**src/lin_pkg.sv**
```systemverilog
// Package with constants shared by the logical input block
package lin_pkg;

  // ***************************************************************
  // Register map (byte addresses, AXI4-Lite, one word each)
  // ***************************************************************
  localparam logic [7:0] off_assign = 8'h00;
  localparam logic [7:0] off_ctrl = 8'h04;
  localparam logic [7:0] off_status = 8'h08;
  localparam logic [7:0] off_int_status = 8'h0c;
  localparam logic [7:0] off_int_mask = 8'h10;
  localparam logic [7:0] off_capture_len = 8'h14;

  // ***************************************************************
  // Logical input indices within the assignment and level vectors
  // ***************************************************************
  localparam int num_inputs = 8;
  localparam int in_reclose_multi = 0;
  localparam int in_open = 1;
  localparam int in_close = 2;
  localparam int in_event_a = 3;
  localparam int in_event_b = 4;
  localparam int in_wave = 5;
  localparam int in_neg_seq_trip = 6;
  localparam int in_neg_seq_alarm = 7;

  // Level each input reads when not assigned
  localparam logic [7:0] unassigned_default = 8'hc0;

  // ***************************************************************
  // Status and interrupt bit positions
  // ***************************************************************
  localparam int st_close_pending = 0;
  localparam int st_breaker_open = 1;
  localparam int st_indeterminate = 2;
  localparam int ev_event_a = 0;
  localparam int ev_event_b = 1;
  localparam int ev_wave = 2;
  localparam int ev_close_drop = 3;
  localparam int num_events = 4;

  // Control register bit: manual drive trip mode
  localparam int ctrl_manual_drive = 0;

  // Default waveform capture length in power cycles
  localparam logic [7:0] capture_len_reset = 8'h10;

  // AXI responses
  localparam logic [1:0] resp_okay = 2'b00;
  localparam logic [1:0] resp_slverr = 2'b10;

endpackage

```
**src/lin_sync.sv**
```systemverilog
// Two-flop synchroniser for a vector of pin inputs
`timescale 1ns/100ps
module lin_sync #(
  parameter int width = 8
) (
  input wire logic core_clk,
  input wire logic rst_n,
  input wire logic [width-1:0] pin_in,
  output logic [width-1:0] pin_sync
);

  logic [width-1:0] meta_q;
  logic [width-1:0] sync_q;

  // Only the second stage is ever read downstream
  always_ff @(posedge core_clk or negedge rst_n)
  begin
    if (!rst_n)
    begin
      meta_q <= '0;
      sync_q <= '0;
    end
    else
    begin
      meta_q <= pin_in;
      sync_q <= meta_q;
    end
  end

  assign pin_sync = sync_q;

endmodule

```
**src/relay_logical_input_actions.sv**
```systemverilog
// Logical input interpretation for a protection relay, with AXI4-Lite registers
// Functional notes
// RULE_01 - Multi-shot reclose input high enables multi-shot reclosing after external breaker open.
// RULE_02 - Unassigned multi-shot reclose input reads low, disabled.
// RULE_03 - Open command high drives the master trip output.
// RULE_04 - Unassigned open command reads low.
// RULE_05 - Close command high asserts the close logical output.
// RULE_06 - Unassigned close command reads low.
// RULE_07 - Close while auxiliary contacts agree is held pending.
// RULE_08 - Pending close executes once contacts become determinate and show breaker open.
// RULE_09 - Pending close is dropped on unit reset or power cycle.
// RULE_10 - First event input high logs its event once; unassigned reads low.
// RULE_11 - Second event input high logs its event once; unassigned reads low.
// RULE_12 - Waveform input high starts a capture of the configured cycle count.
// RULE_13 - Unassigned waveform input reads low, no capture.
// RULE_14 - Negative-sequence trip element enabled only while its enable is high.
// RULE_15 - Unassigned negative-sequence trip enable reads high.
// RULE_16 - Negative-sequence alarm element enabled only while its enable is high.
// RULE_17 - Unassigned negative-sequence alarm enable reads high.
// RULE_18 - Inputs evaluated each scan; commands level, event requests once per rise.
`timescale 1ns/100ps
module relay_logical_input_actions (
  input wire logic core_clk,
  input wire logic rst_n,
  input wire logic scan_tick,
  input wire logic [7:0] logic_in,
  input wire logic breaker_aux_contact_a,
  input wire logic breaker_aux_contact_b,
  input wire logic external_open_seen,
  output logic master_trip,
  output logic close_out,
  output logic multi_shot_reclose_active,
  output logic neg_seq_trip_enable,
  output logic neg_seq_alarm_enable,
  output logic event_log_a,
  output logic event_log_b,
  output logic wave_capture_start,
  output logic [7:0] wave_capture_cycles,
  output logic irq,
  input wire logic [7:0] s_axi_awaddr,
  input wire logic s_axi_awvalid,
  output logic s_axi_awready,
  input wire logic [31:0] s_axi_wdata,
  input wire logic [3:0] s_axi_wstrb,
  input wire logic s_axi_wvalid,
  output logic s_axi_wready,
  output logic [1:0] s_axi_bresp,
  output logic s_axi_bvalid,
  input wire logic s_axi_bready,
  input wire logic [7:0] s_axi_araddr,
  input wire logic s_axi_arvalid,
  output logic s_axi_arready,
  output logic [31:0] s_axi_rdata,
  output logic [1:0] s_axi_rresp,
  output logic s_axi_rvalid,
  input wire logic s_axi_rready
);

  // ***************************************************************
  // Pin synchronisers
  // ***************************************************************
  logic [9:0] raw_pins;
  logic [9:0] sync_pins;
  logic [7:0] pin_lvl;
  logic aux_a;
  logic aux_b;

  assign raw_pins = {breaker_aux_contact_b, breaker_aux_contact_a, logic_in};

  lin_sync #(.width(10)) u_sync (
    .core_clk(core_clk),
    .rst_n(rst_n),
    .pin_in(raw_pins),
    .pin_sync(sync_pins)
  );

  assign pin_lvl = sync_pins[7:0];
  assign aux_a = sync_pins[8];
  assign aux_b = sync_pins[9];

  // ***************************************************************
  // Register state
  // ***************************************************************
  logic [7:0] assign_q, assign_d;
  logic [31:0] ctrl_q, ctrl_d;
  logic [3:0] int_status_q, int_status_d;
  logic [3:0] int_mask_q, int_mask_d;
  logic [7:0] capture_len_q, capture_len_d;

  // ***************************************************************
  // Effective logical levels
  // ***************************************************************
  logic [7:0] eff_lvl;

  // Unassigned inputs read their fixed default
  always_comb
  begin
    eff_lvl = (pin_lvl & assign_q) | (lin_pkg::unassigned_default & ~assign_q); // RULE_02 RULE_04 RULE_06 RULE_13 RULE_15 RULE_17
  end

  // ***************************************************************
  // Scan-sampled inputs, pending close and event edges
  // ***************************************************************
  logic [7:0] lvl_q, lvl_d;
  logic pend_q, pend_d;
  logic close_q, close_d;
  logic [2:0] ev_pulse_q, ev_pulse_d;
  logic indeterminate;
  logic brk_open;
  logic close_now;
  logic [2:0] rise;
  logic [3:0] ev_set;

  assign indeterminate = (aux_a == aux_b);
  assign brk_open = ~aux_a & aux_b;
  assign close_now = lvl_q[lin_pkg::in_close];
  assign rise = {eff_lvl[lin_pkg::in_wave] & ~lvl_q[lin_pkg::in_wave],
    eff_lvl[lin_pkg::in_event_b] & ~lvl_q[lin_pkg::in_event_b],
    eff_lvl[lin_pkg::in_event_a] & ~lvl_q[lin_pkg::in_event_a]};

  // Inputs refresh only on a protection scan tick
  always_comb
  begin
    lvl_d = scan_tick ? eff_lvl : lvl_q; // RULE_18
    ev_pulse_d = scan_tick ? rise : 3'h0; // RULE_10 RULE_11 RULE_18
    pend_d = pend_q;
    close_d = 1'b0;
    if (close_now && indeterminate)
    begin
      pend_d = 1'b1; // RULE_07
    end
    else if (pend_q && !indeterminate)
    begin
      // Determinate again: run only if breaker shows open, else forget
      close_d = brk_open; // RULE_08
      pend_d = 1'b0;
    end
    else if (close_now)
    begin
      close_d = 1'b1; // RULE_05
    end
    ev_set = {pend_q & ~pend_d & ~brk_open, ev_pulse_q};
  end

  // Reset clears the pending close, as does a power cycle
  always_ff @(posedge core_clk or negedge rst_n)
  begin
    if (!rst_n)
    begin
      lvl_q <= lin_pkg::unassigned_default;
      pend_q <= 1'b0; // RULE_09
      close_q <= 1'b0;
      ev_pulse_q <= 3'h0;
    end
    else
    begin
      lvl_q <= lvl_d;
      pend_q <= pend_d;
      close_q <= close_d;
      ev_pulse_q <= ev_pulse_d;
    end
  end

  // Output actions
  assign master_trip = lvl_q[lin_pkg::in_open]; // RULE_03
  assign close_out = close_q;
  assign multi_shot_reclose_active = lvl_q[lin_pkg::in_reclose_multi] & external_open_seen; // RULE_01
  assign neg_seq_trip_enable = lvl_q[lin_pkg::in_neg_seq_trip]; // RULE_14
  assign neg_seq_alarm_enable = lvl_q[lin_pkg::in_neg_seq_alarm]; // RULE_16
  assign event_log_a = ev_pulse_q[lin_pkg::ev_event_a]; // RULE_10
  assign event_log_b = ev_pulse_q[lin_pkg::ev_event_b]; // RULE_11
  assign wave_capture_start = ev_pulse_q[lin_pkg::ev_wave]; // RULE_12
  assign wave_capture_cycles = capture_len_q; // RULE_12
  assign irq = |(int_status_q & int_mask_q);

  // ***************************************************************
  // AXI4-Lite slave
  // ***************************************************************
  logic aw_have_q, aw_have_d;
  logic w_have_q, w_have_d;
  logic [7:0] awaddr_q, awaddr_d;
  logic [31:0] wdata_q, wdata_d;
  logic bvalid_q, bvalid_d;
  logic [1:0] bresp_q, bresp_d;
  logic rvalid_q, rvalid_d;
  logic [31:0] rdata_q, rdata_d;
  logic [1:0] rresp_q, rresp_d;
  logic do_write;
  logic [3:0] w1c;

  assign s_axi_awready = ~aw_have_q & ~bvalid_q;
  assign s_axi_wready = ~w_have_q & ~bvalid_q;
  assign s_axi_arready = ~rvalid_q;
  assign s_axi_bvalid = bvalid_q;
  assign s_axi_bresp = bresp_q;
  assign s_axi_rvalid = rvalid_q;
  assign s_axi_rdata = rdata_q;
  assign s_axi_rresp = rresp_q;

  // Capture address and data in either order, answer once both are held
  always_comb
  begin
    aw_have_d = aw_have_q | (s_axi_awvalid & s_axi_awready);
    w_have_d = w_have_q | (s_axi_wvalid & s_axi_wready);
    awaddr_d = (s_axi_awvalid & s_axi_awready) ? s_axi_awaddr : awaddr_q;
    wdata_d = (s_axi_wvalid & s_axi_wready) ? s_axi_wdata : wdata_q;
    do_write = aw_have_q & w_have_q & ~bvalid_q;
    bvalid_d = bvalid_q;
    bresp_d = bresp_q;
    if (bvalid_q && s_axi_bready)
    begin
      bvalid_d = 1'b0;
    end
    if (do_write)
    begin
      aw_have_d = 1'b0;
      w_have_d = 1'b0;
      bvalid_d = 1'b1;
      bresp_d = lin_pkg::resp_okay;
      case (awaddr_q)
        lin_pkg::off_assign, lin_pkg::off_ctrl, lin_pkg::off_int_status,
        lin_pkg::off_int_mask, lin_pkg::off_capture_len: bresp_d = lin_pkg::resp_okay;
        default: bresp_d = lin_pkg::resp_slverr;
      endcase
    end
  end

  // Register writes; hardware set beats software clear
  always_comb
  begin
    assign_d = assign_q;
    ctrl_d = ctrl_q;
    int_mask_d = int_mask_q;
    capture_len_d = capture_len_q;
    w1c = 4'h0;
    if (do_write && s_axi_wstrb[0])
    begin
      case (awaddr_q)
        lin_pkg::off_assign: assign_d = wdata_q[7:0];
        lin_pkg::off_ctrl: ctrl_d = {31'h0, wdata_q[lin_pkg::ctrl_manual_drive]};
        lin_pkg::off_int_status: w1c = wdata_q[3:0];
        lin_pkg::off_int_mask: int_mask_d = wdata_q[3:0];
        lin_pkg::off_capture_len: capture_len_d = wdata_q[7:0];
        default: w1c = 4'h0;
      endcase
    end
    int_status_d = (int_status_q & ~w1c) | ev_set;
  end

  // Read path: mapped registers answer OKAY, others SLVERR with zero data
  always_comb
  begin
    rvalid_d = rvalid_q;
    rdata_d = rdata_q;
    rresp_d = rresp_q;
    if (rvalid_q && s_axi_rready)
    begin
      rvalid_d = 1'b0;
    end
    if (s_axi_arvalid && s_axi_arready)
    begin
      rvalid_d = 1'b1;
      rresp_d = lin_pkg::resp_okay;
      case (s_axi_araddr)
        lin_pkg::off_assign: rdata_d = {24'h0, assign_q};
        lin_pkg::off_ctrl: rdata_d = ctrl_q;
        lin_pkg::off_status: rdata_d = {21'h0, lvl_q, indeterminate, brk_open, pend_q};
        lin_pkg::off_int_status: rdata_d = {28'h0, int_status_q};
        lin_pkg::off_int_mask: rdata_d = {28'h0, int_mask_q};
        lin_pkg::off_capture_len: rdata_d = {24'h0, capture_len_q};
        default:
        begin
          rdata_d = 32'h0;
          rresp_d = lin_pkg::resp_slverr;
        end
      endcase
    end
  end

  // Registers of the bus slave and the software-visible state
  always_ff @(posedge core_clk or negedge rst_n)
  begin
    if (!rst_n)
    begin
      aw_have_q <= 1'b0;
      w_have_q <= 1'b0;
      awaddr_q <= 8'h0;
      wdata_q <= 32'h0;
      bvalid_q <= 1'b0;
      bresp_q <= 2'h0;
      rvalid_q <= 1'b0;
      rdata_q <= 32'h0;
      rresp_q <= 2'h0;
      assign_q <= 8'h0;
      ctrl_q <= 32'h0;
      int_status_q <= 4'h0;
      int_mask_q <= 4'h0;
      capture_len_q <= lin_pkg::capture_len_reset;
    end
    else
    begin
      aw_have_q <= aw_have_d;
      w_have_q <= w_have_d;
      awaddr_q <= awaddr_d;
      wdata_q <= wdata_d;
      bvalid_q <= bvalid_d;
      bresp_q <= bresp_d;
      rvalid_q <= rvalid_d;
      rdata_q <= rdata_d;
      rresp_q <= rresp_d;
      assign_q <= assign_d;
      ctrl_q <= ctrl_d;
      int_status_q <= int_status_d;
      int_mask_q <= int_mask_d;
      capture_len_q <= capture_len_d;
    end
  end
endmodule

```
**config.mk**
```make
export PLATFORM = sky130hd
export DESIGN_NAME = relay_logical_input_actions
export DESIGN_NICKNAME = d
export VERILOG_FILES = /design/src/lin_pkg.sv /design/src/lin_sync.sv /design/src/relay_logical_input_actions.sv
export SDC_FILE = /design/constraint.sdc
export NUM_CORES = 1
export LEC_CHECK = 0
export ABC_AREA = 1
export BUFFER_PORTS_ARGS = -buffer_cell sky130_fd_sc_hd__buf_2
export CAP_MARGIN = 25
export CORE_ASPECT_RATIO = 1.75
export CORE_UTILIZATION = 47
export CTS_CLUSTER_DIAMETER = 30
export DETAILED_ROUTE_END_ITERATION = 6
export PLACE_DENSITY = 0.74
export SLEW_MARGIN = 5
export SYNTH_ARGS = -nofsm -noshare
export SYNTH_HDL_FRONTEND = slang
export SYNTH_SLANG_ARGS = --single-unit
```
**constraint.sdc**
```tcl
create_clock -name core_clk -period 1.5 [get_ports core_clk]
set_input_delay 0.15 -clock core_clk [delete_from_list [all_inputs] [get_ports core_clk]]
set_output_delay 0.15 -clock core_clk [all_outputs]
set_load 0.005 [all_outputs]
```
Word level (Yosys, flattened, before mapping)
Index checks and enable logic that the tools add are counted.
{ "classes": {"n_eq_ne": 10, "muxes": 17, "n_bitwise": 32, "n_reduce_logical": 18} }
{ "ops": {"columns": ["operator", "n"], "rows": [
  ["11-bit case mux with 6 select lines", 1],
  ["8-bit by 5-bit == test with 1-bit output, second input constant", 4],
  ["8-bit by 4-bit == test with 1-bit output, second input constant", 3],
  ["8-bit by 3-bit == test with 1-bit output, second input constant", 2],
  ["8-bit logical NOT", 2],
  ["1-bit AND", 13],
  ["1-bit two-way mux", 11],
  ["1-bit inverter", 10],
  ["4-bit AND", 2],
  ["8-bit AND", 1],
  ["4-bit two-way mux", 2],
  ["8-bit inverter", 1],
  ["8-bit OR", 1],
  ["2-bit AND reduction", 4],
  ["1-bit logical AND", 6],
  ["6-bit OR reduction", 1],
  ["5-bit OR reduction", 1],
  ["2-bit two-way mux", 2],
  ["4-bit inverter", 1],
  ["4-bit OR", 1],
  ["2-bit nonzero test", 2],
  ["4-bit OR reduction", 1],
  ["3-bit two-way mux", 1],
  ["1-bit OR", 2],
  ["other kinds (2)", 2]
]} }
{ "word_totals": {"reg_bits": 114, "inputBits": 71, "out_inout_bits": 58, "word_cells": 97} }

Depth between registers and ports, before layout
{ "logic_depth": {"depth_word": 9, "mapped_depth": 8} }

By module
A second synthesis with hierarchy kept.
{ "hier_totals": {"hier_cells": 397, "hier_area_um2": 3931.3} }
{ "by_module_without_submodules": {"columns": ["module", "n_inst", "cells_per_inst", "area_per_inst_um2", "seq_area_each_um2"], "rows": [
  ["relay_logical_input_actions", 1, 377, 3430.8, 1780.5],
  ["lin_sync", 1, 20, 500.5, 500.5]
]} }

Worst setup path after synthesis
OpenSTA, ideal clock, no wires.
{ "synth_timing": {"path_kind": "reg2reg", "startpoint": "register awaddr_q[1]", "endpoint": "register capture_len_q[6], in the netlist wave_capture_cycles[6]", "arrival_time_ns": 1.201, "path_slack_ns": 0.180, "path_stages_with_launch": 9, "synth_period_minus_slack_ns": 1.320, "path_cell_list": "dfrtp_1 -> or2_4 -> nor2_4 -> nand2_1 -> nor2_2 -> nand2_2 -> buf_6 -> nand2_2 -> o21ai_2"} }
{ "synth_via": {"elab_chain_cells": 2} }
{ "synth_rtl": {"columns": ["element", "line", "text"], "rows": [
  ["start: declaration", "relay_logical_input_actions.sv:181", "logic [7:0] awaddr_q, awaddr_d;"],
  ["start signal: assignment", "relay_logical_input_actions.sv:304", "awaddr_q <= awaddr_d;"],
  ["8-bit by 5-bit == test with 1-bit output", "relay_logical_input_actions.sv:238", "case (awaddr_q)"],
  ["2-bit AND reduction (no source line)", null, null],
  ["end signal: assignment", "relay_logical_input_actions.sv:298", "capture_len_q <= lin_pkg::capture_len_reset;"],
  ["end signal: assignment", "relay_logical_input_actions.sv:315", "capture_len_q <= capture_len_d;"],
  ["end: declaration", "relay_logical_input_actions.sv:88", "logic [7:0] capture_len_q, capture_len_d;"]
]} }
Every way passes these cells.
A chain may end at the register's enable or synchronous reset.

Final worst setup path
{ "layout_timing": {"startpoint": "register awaddr_q[1]", "endpoint": "register assign_q[0]"} }
{ "layout_via": {"elab_chain_cells": 2} }
{ "layout_rtl": {"columns": ["element", "line", "text"], "rows": [
  ["8-bit logical NOT", "relay_logical_input_actions.sv:238", null],
  ["2-bit AND reduction (no source line)", null, null],
  ["end signal: assignment", "relay_logical_input_actions.sv:311", "assign_q <= assign_d;"],
  ["end: declaration", "relay_logical_input_actions.sv:84", "logic [7:0] assign_q, assign_d;"]
]} }
Every way passes these cells.

==> results.md <==
Clock network:
- For the worst-skew pair, the clock arrives at the later sink with an insertion delay of 340 ps.
- For this design, the sink count on the clock tree is 91.
- TritonCTS built the clock tree.
- The clock tree buffer depth is 2.
- The TritonCTS buffer count is 9.
- The clock tree root buffer cell is clkbuf_16.
- The H-tree was split into 3 levels.
- The clock-pin slew on the worst setup and hold paths is 60 ps.

Yosys:
- Counting every instance in the synthesized netlist gives 403.
- The biggest area contributor in the post-synthesis netlist is dfrtp_1.
- The flop and latch count out of synthesis is approximately 90.
- The synthesized netlist devotes 18.7% of its cell area to simple gates.
- A synthesized cell averages 9.63 um2.
- The count of unique library cells instantiated by Yosys is 30.
- The dominant combinational cell family by area after synthesis is simple AND/OR/NAND/NOR gates.
- In the synthesized netlist the async set-or-reset flop fraction comes to 100%.
- The share of the Yosys chip area taken by registers is 58.7%.
- The prevailing post-synth register cell is dfrtp_1.
- The fraction of synthesized cell area taken by the top area cell type is 56.7%.
- The synthesized design contains 0 enable-type register cells.
- The mapped cell area is around 3900 um2.
- The post-synthesis adder-cell area fraction is 0.322%.
- The synthesized-area fraction occupied by ao, oa, aoi and oai cells is 10.9%.
- The post-synthesis xor/xnor area fraction is 0%.
- During synthesis, Yosys emitted a total of 0 warnings.
- Of the post-synthesis cell area, the part taken by muxes is 1.74%.
- Sorting the synthesized cells by area gives the leading types as dfrtp_1 (57%), nand2_1 (7.8%), buf_4 (4.4%).

Drt:
- The number of violations reported at the end of detailed-routing iteration 0 is roughly 190.
- The detailed-route wire length on metal 1 is 3.28 mm.
- The highest metal layer with signal wires is met4.
- The length of routed met3 wiring is 292 um.
- In the final routed layout, each cell accounts on average for 14.0 um.
- In this run the remaining antenna-violating nets after routing total 0.
- The count of vias placed by the detailed router is 2989.
- The wire length reported by the detailed router is between 8 and 9 mm.
- The number of remaining DRC errors is 25.
- Dividing the detail-routed via count by the number of cells gives about 4.9.
- The met2 layer wire length in the routed design is about 4.6 mm.
- The number of iterations in the first detailed-routing pass is 6.

Critical path:
- The required time at the endpoint of the critical path is ~1700 ps.
- The type of element capturing the critical path is a flop.
- The slowest cell on the critical path is dfrtp_1.
- For this run, the slowest stage of the critical path takes 370 ps.
- By instance count, the cell type seen most on the critical path is nand2_1.
- STA classifies the critical path startpoint as a flop.
- The data arrival time at the worst-slack endpoint is 1660 ps.
- Of all nets on the critical path, the largest fanout is 16.
- The worst register-to-register path has a setup slack of ~65 ps.
- The type of the setup path with the least slack is flop to flop.
- The critical path goes through or2_4 > nor2_4 > nand2_1 > nor2_2 > nand2_4 > nand2_1 > o21ai_2.

STA:
- The hold violation total from the final report is 0.
- The final worst-path cycle share is a little over nine tenths.
- After routing, the total negative slack on setup checks comes to 0 ps.
- The count of endpoints failing setup in the final report is 0.
- Setup repair after global routing could not meet its margin everywhere.
- Measured against its own limit, the worst slew margin works out to 66.1%.
- The worst clock skew is slightly below 7 ps.
- For the pin with the worst max-slew slack, the measured transition is 507 ps.
- The final number of max-transition violations was 0.
- After layout, the minimum clock period comes to approximately 1400 ps.
- The fmax is 697 MHz.

Die:
- The die is 70.7 um wide.
- The floorplan has 43 rows.
- The die covers 8640 um2.
- The initial utilization of the core area, before any placement, comes to 48.8%.
- The number of ports placed on the die boundary is 129.
- The core area is about 8000 um2.
- The overall die height is 122 um.

GRT:
- For this run the aggregate overflow at the end of global routing stands at 0.
- The global-route wire length before repair is 13.8 mm.
- The initial antenna violation count is 0.
- The maximum number of pins on one net before global-route repair is 33.
- The number of global-route vias before repair was 2946.
- Global routing used 21.1% of the available tracks.

Finish:
- The post-synthesis to final-layout area growth is 24.6%.
- The fraction of layout instances using a drive strength above 1 is 28.2%.
- The number of nets in the layout is approximately 580.
- The repair_antennas step left the layout with diodes totalling 0.

Run status:
- The flow ran to the end, but the final reports show violations.
- The checks that failed: design-rule violations.

Power:
- The peak supply drop is 0.00108 V.
- In this run the static leakage power is 2.51 nW.
- The post-layout total power is 0.00721 W.
- For this design the ratio of total power to cell area is 1490 nW/um2.

Place:
- The routability congestion estimate from global placement is 0.839.
- The final HPWL from detailed placement is 6.34 mm.
- The number of port buffers is 78.

Run:
- The max-capacitance violation count is 0.

Min path:
- The min-delay analysis places its worst path in the category input pin to flop.
[per-layer routing]
layer / vias to the layer above / track usage [%]
met4: 0 / 9.88
met2: 84 / 38.6
met1: 1423 / 23.2
li1: 1466 / -
met5: - / 0
met3: 16 / 4.02
[critical path, delay by kind of cell (launching register included)]
kind            cells  cell delay (ps)
flops               1              370
compound gates      1               50
simple gates        6              900
[logic make-up after synthesis]
group / Yosys count
simple gates: 166
flops: 91
buf+inv: 71
compound gates: 67
mux: 6
fa+ha+maj: 1
other cells: 1
[per-stage QoR]
stage                     hold WS (ps)  instances  utilization, %  setup slack [ps]  instance area [um2]
after floorplan                   -146        425               -               180                 3970
after global placement             110        574            54.6              35.9                 4350
after detailed placement           111        574            54.6             -36.4                 4350
after CTS                         24.3        603            60.4              49.8                 4810
after global routing              32.4        604            60.7             -31.9                 4840
final                             36.7        604            60.7              65.0                 4840
[timing repair]
item,CTS,global route
pin swaps,0,2
gates resized for setup,2,4
setup buffers,0,1
setup endpoints to repair,8,15
endpoints found under the hold margin,41,0
hold buffers,13,0
[where the power goes]
group,total [W],leakage [nW],internal (W),switching (W)
sequential,0.00330,1.13,0.00294,0.000352
combinational,0.00155,1.23,0.000661,0.000889
clock,0.00237,0.153,0.00146,0.000905
total,0.00721,2.51,0.00507,0.00215
[placed cells by master (no fill, tap or decap)]
cell,Yosys,final
dfrtp_1,88,88
nand2_1,81,81
buf_2,2,77
inv_1,41,41
nor2_1,35,35
nand3_1,32,32
conb_1,1,23
o21ai_0,23,22
o21ai_2,16,16
a21oi_1,15,15
dlygate4sd3_1,0,13
buf_4,23,12
clkbuf_16,0,9
mux2_2,6,6
nand2_2,7,5
o21ai_1,3,4
nor2_4,2,3
o31ai_1,3,3
o21bai_1,3,3
dfstp_2,3,3
nor2_2,3,2
nor3_1,2,2
o211ai_1,2,2
clkinv_4,0,2
bufinv_16,0,2
nand3_2,1,1
or2_4,1,1
nor3_4,0,1
nand4_1,1,1
a211oi_1,1,1
nand2_4,0,1
nand2_8,0,1
a22o_1,1,1
ha_1,1,1
clkbuf_1,3,1
clkinv_2,0,1
clkinvlp_4,0,1
buf_12,0,1
[layout make-up]
type / instances / area [um2]
clock inverters: 6 / 90.1
inverters: 41 / 154
clock buffers: 10 / 229
multi-input cells: 263 / 1340
repair buffers: 103 / 626
well taps: 90 / 113
fillers: 695 / 3130
flip-flops and latches: 91 / 2280
[sequential cells by signal, indices dropped and copies added, names as in the netlist, 4 cells and up]
name	cells
assign_q	8
awaddr_q	8
int_mask_q	4
int_status_q	4
lvl_q	8
s_axi_rdata	11
u_sync.meta_q	10
u_sync.pin_sync	10
wave_capture_cycles	8
wdata_q	8
[cells in the mapped netlist, drive strengths merged, types with 6 or more instances]
master,number
dfrtp,88
nand2,88
o21ai,42
inv,41
nor2,40
nand3,33
buf,27
a21oi,15
mux2,6
[final timing paths]
check / from / to / cells past startpoint
min in group asynchronous: rst_n / aw_have_q / 2
max in group asynchronous: rst_n / s_axi_rdata[2] / 3
setup reg to reg: awaddr_q[1] / assign_q[0] / 7
setup / recovery: awaddr_q[1] / assign_q[0] / 7
hold / removal: s_axi_awaddr[7] / awaddr_q[7] / 2
hold reg to reg: u_sync.meta_q[6] / u_sync.pin_sync[6] / 0
(Power assumes the default switching activity.)
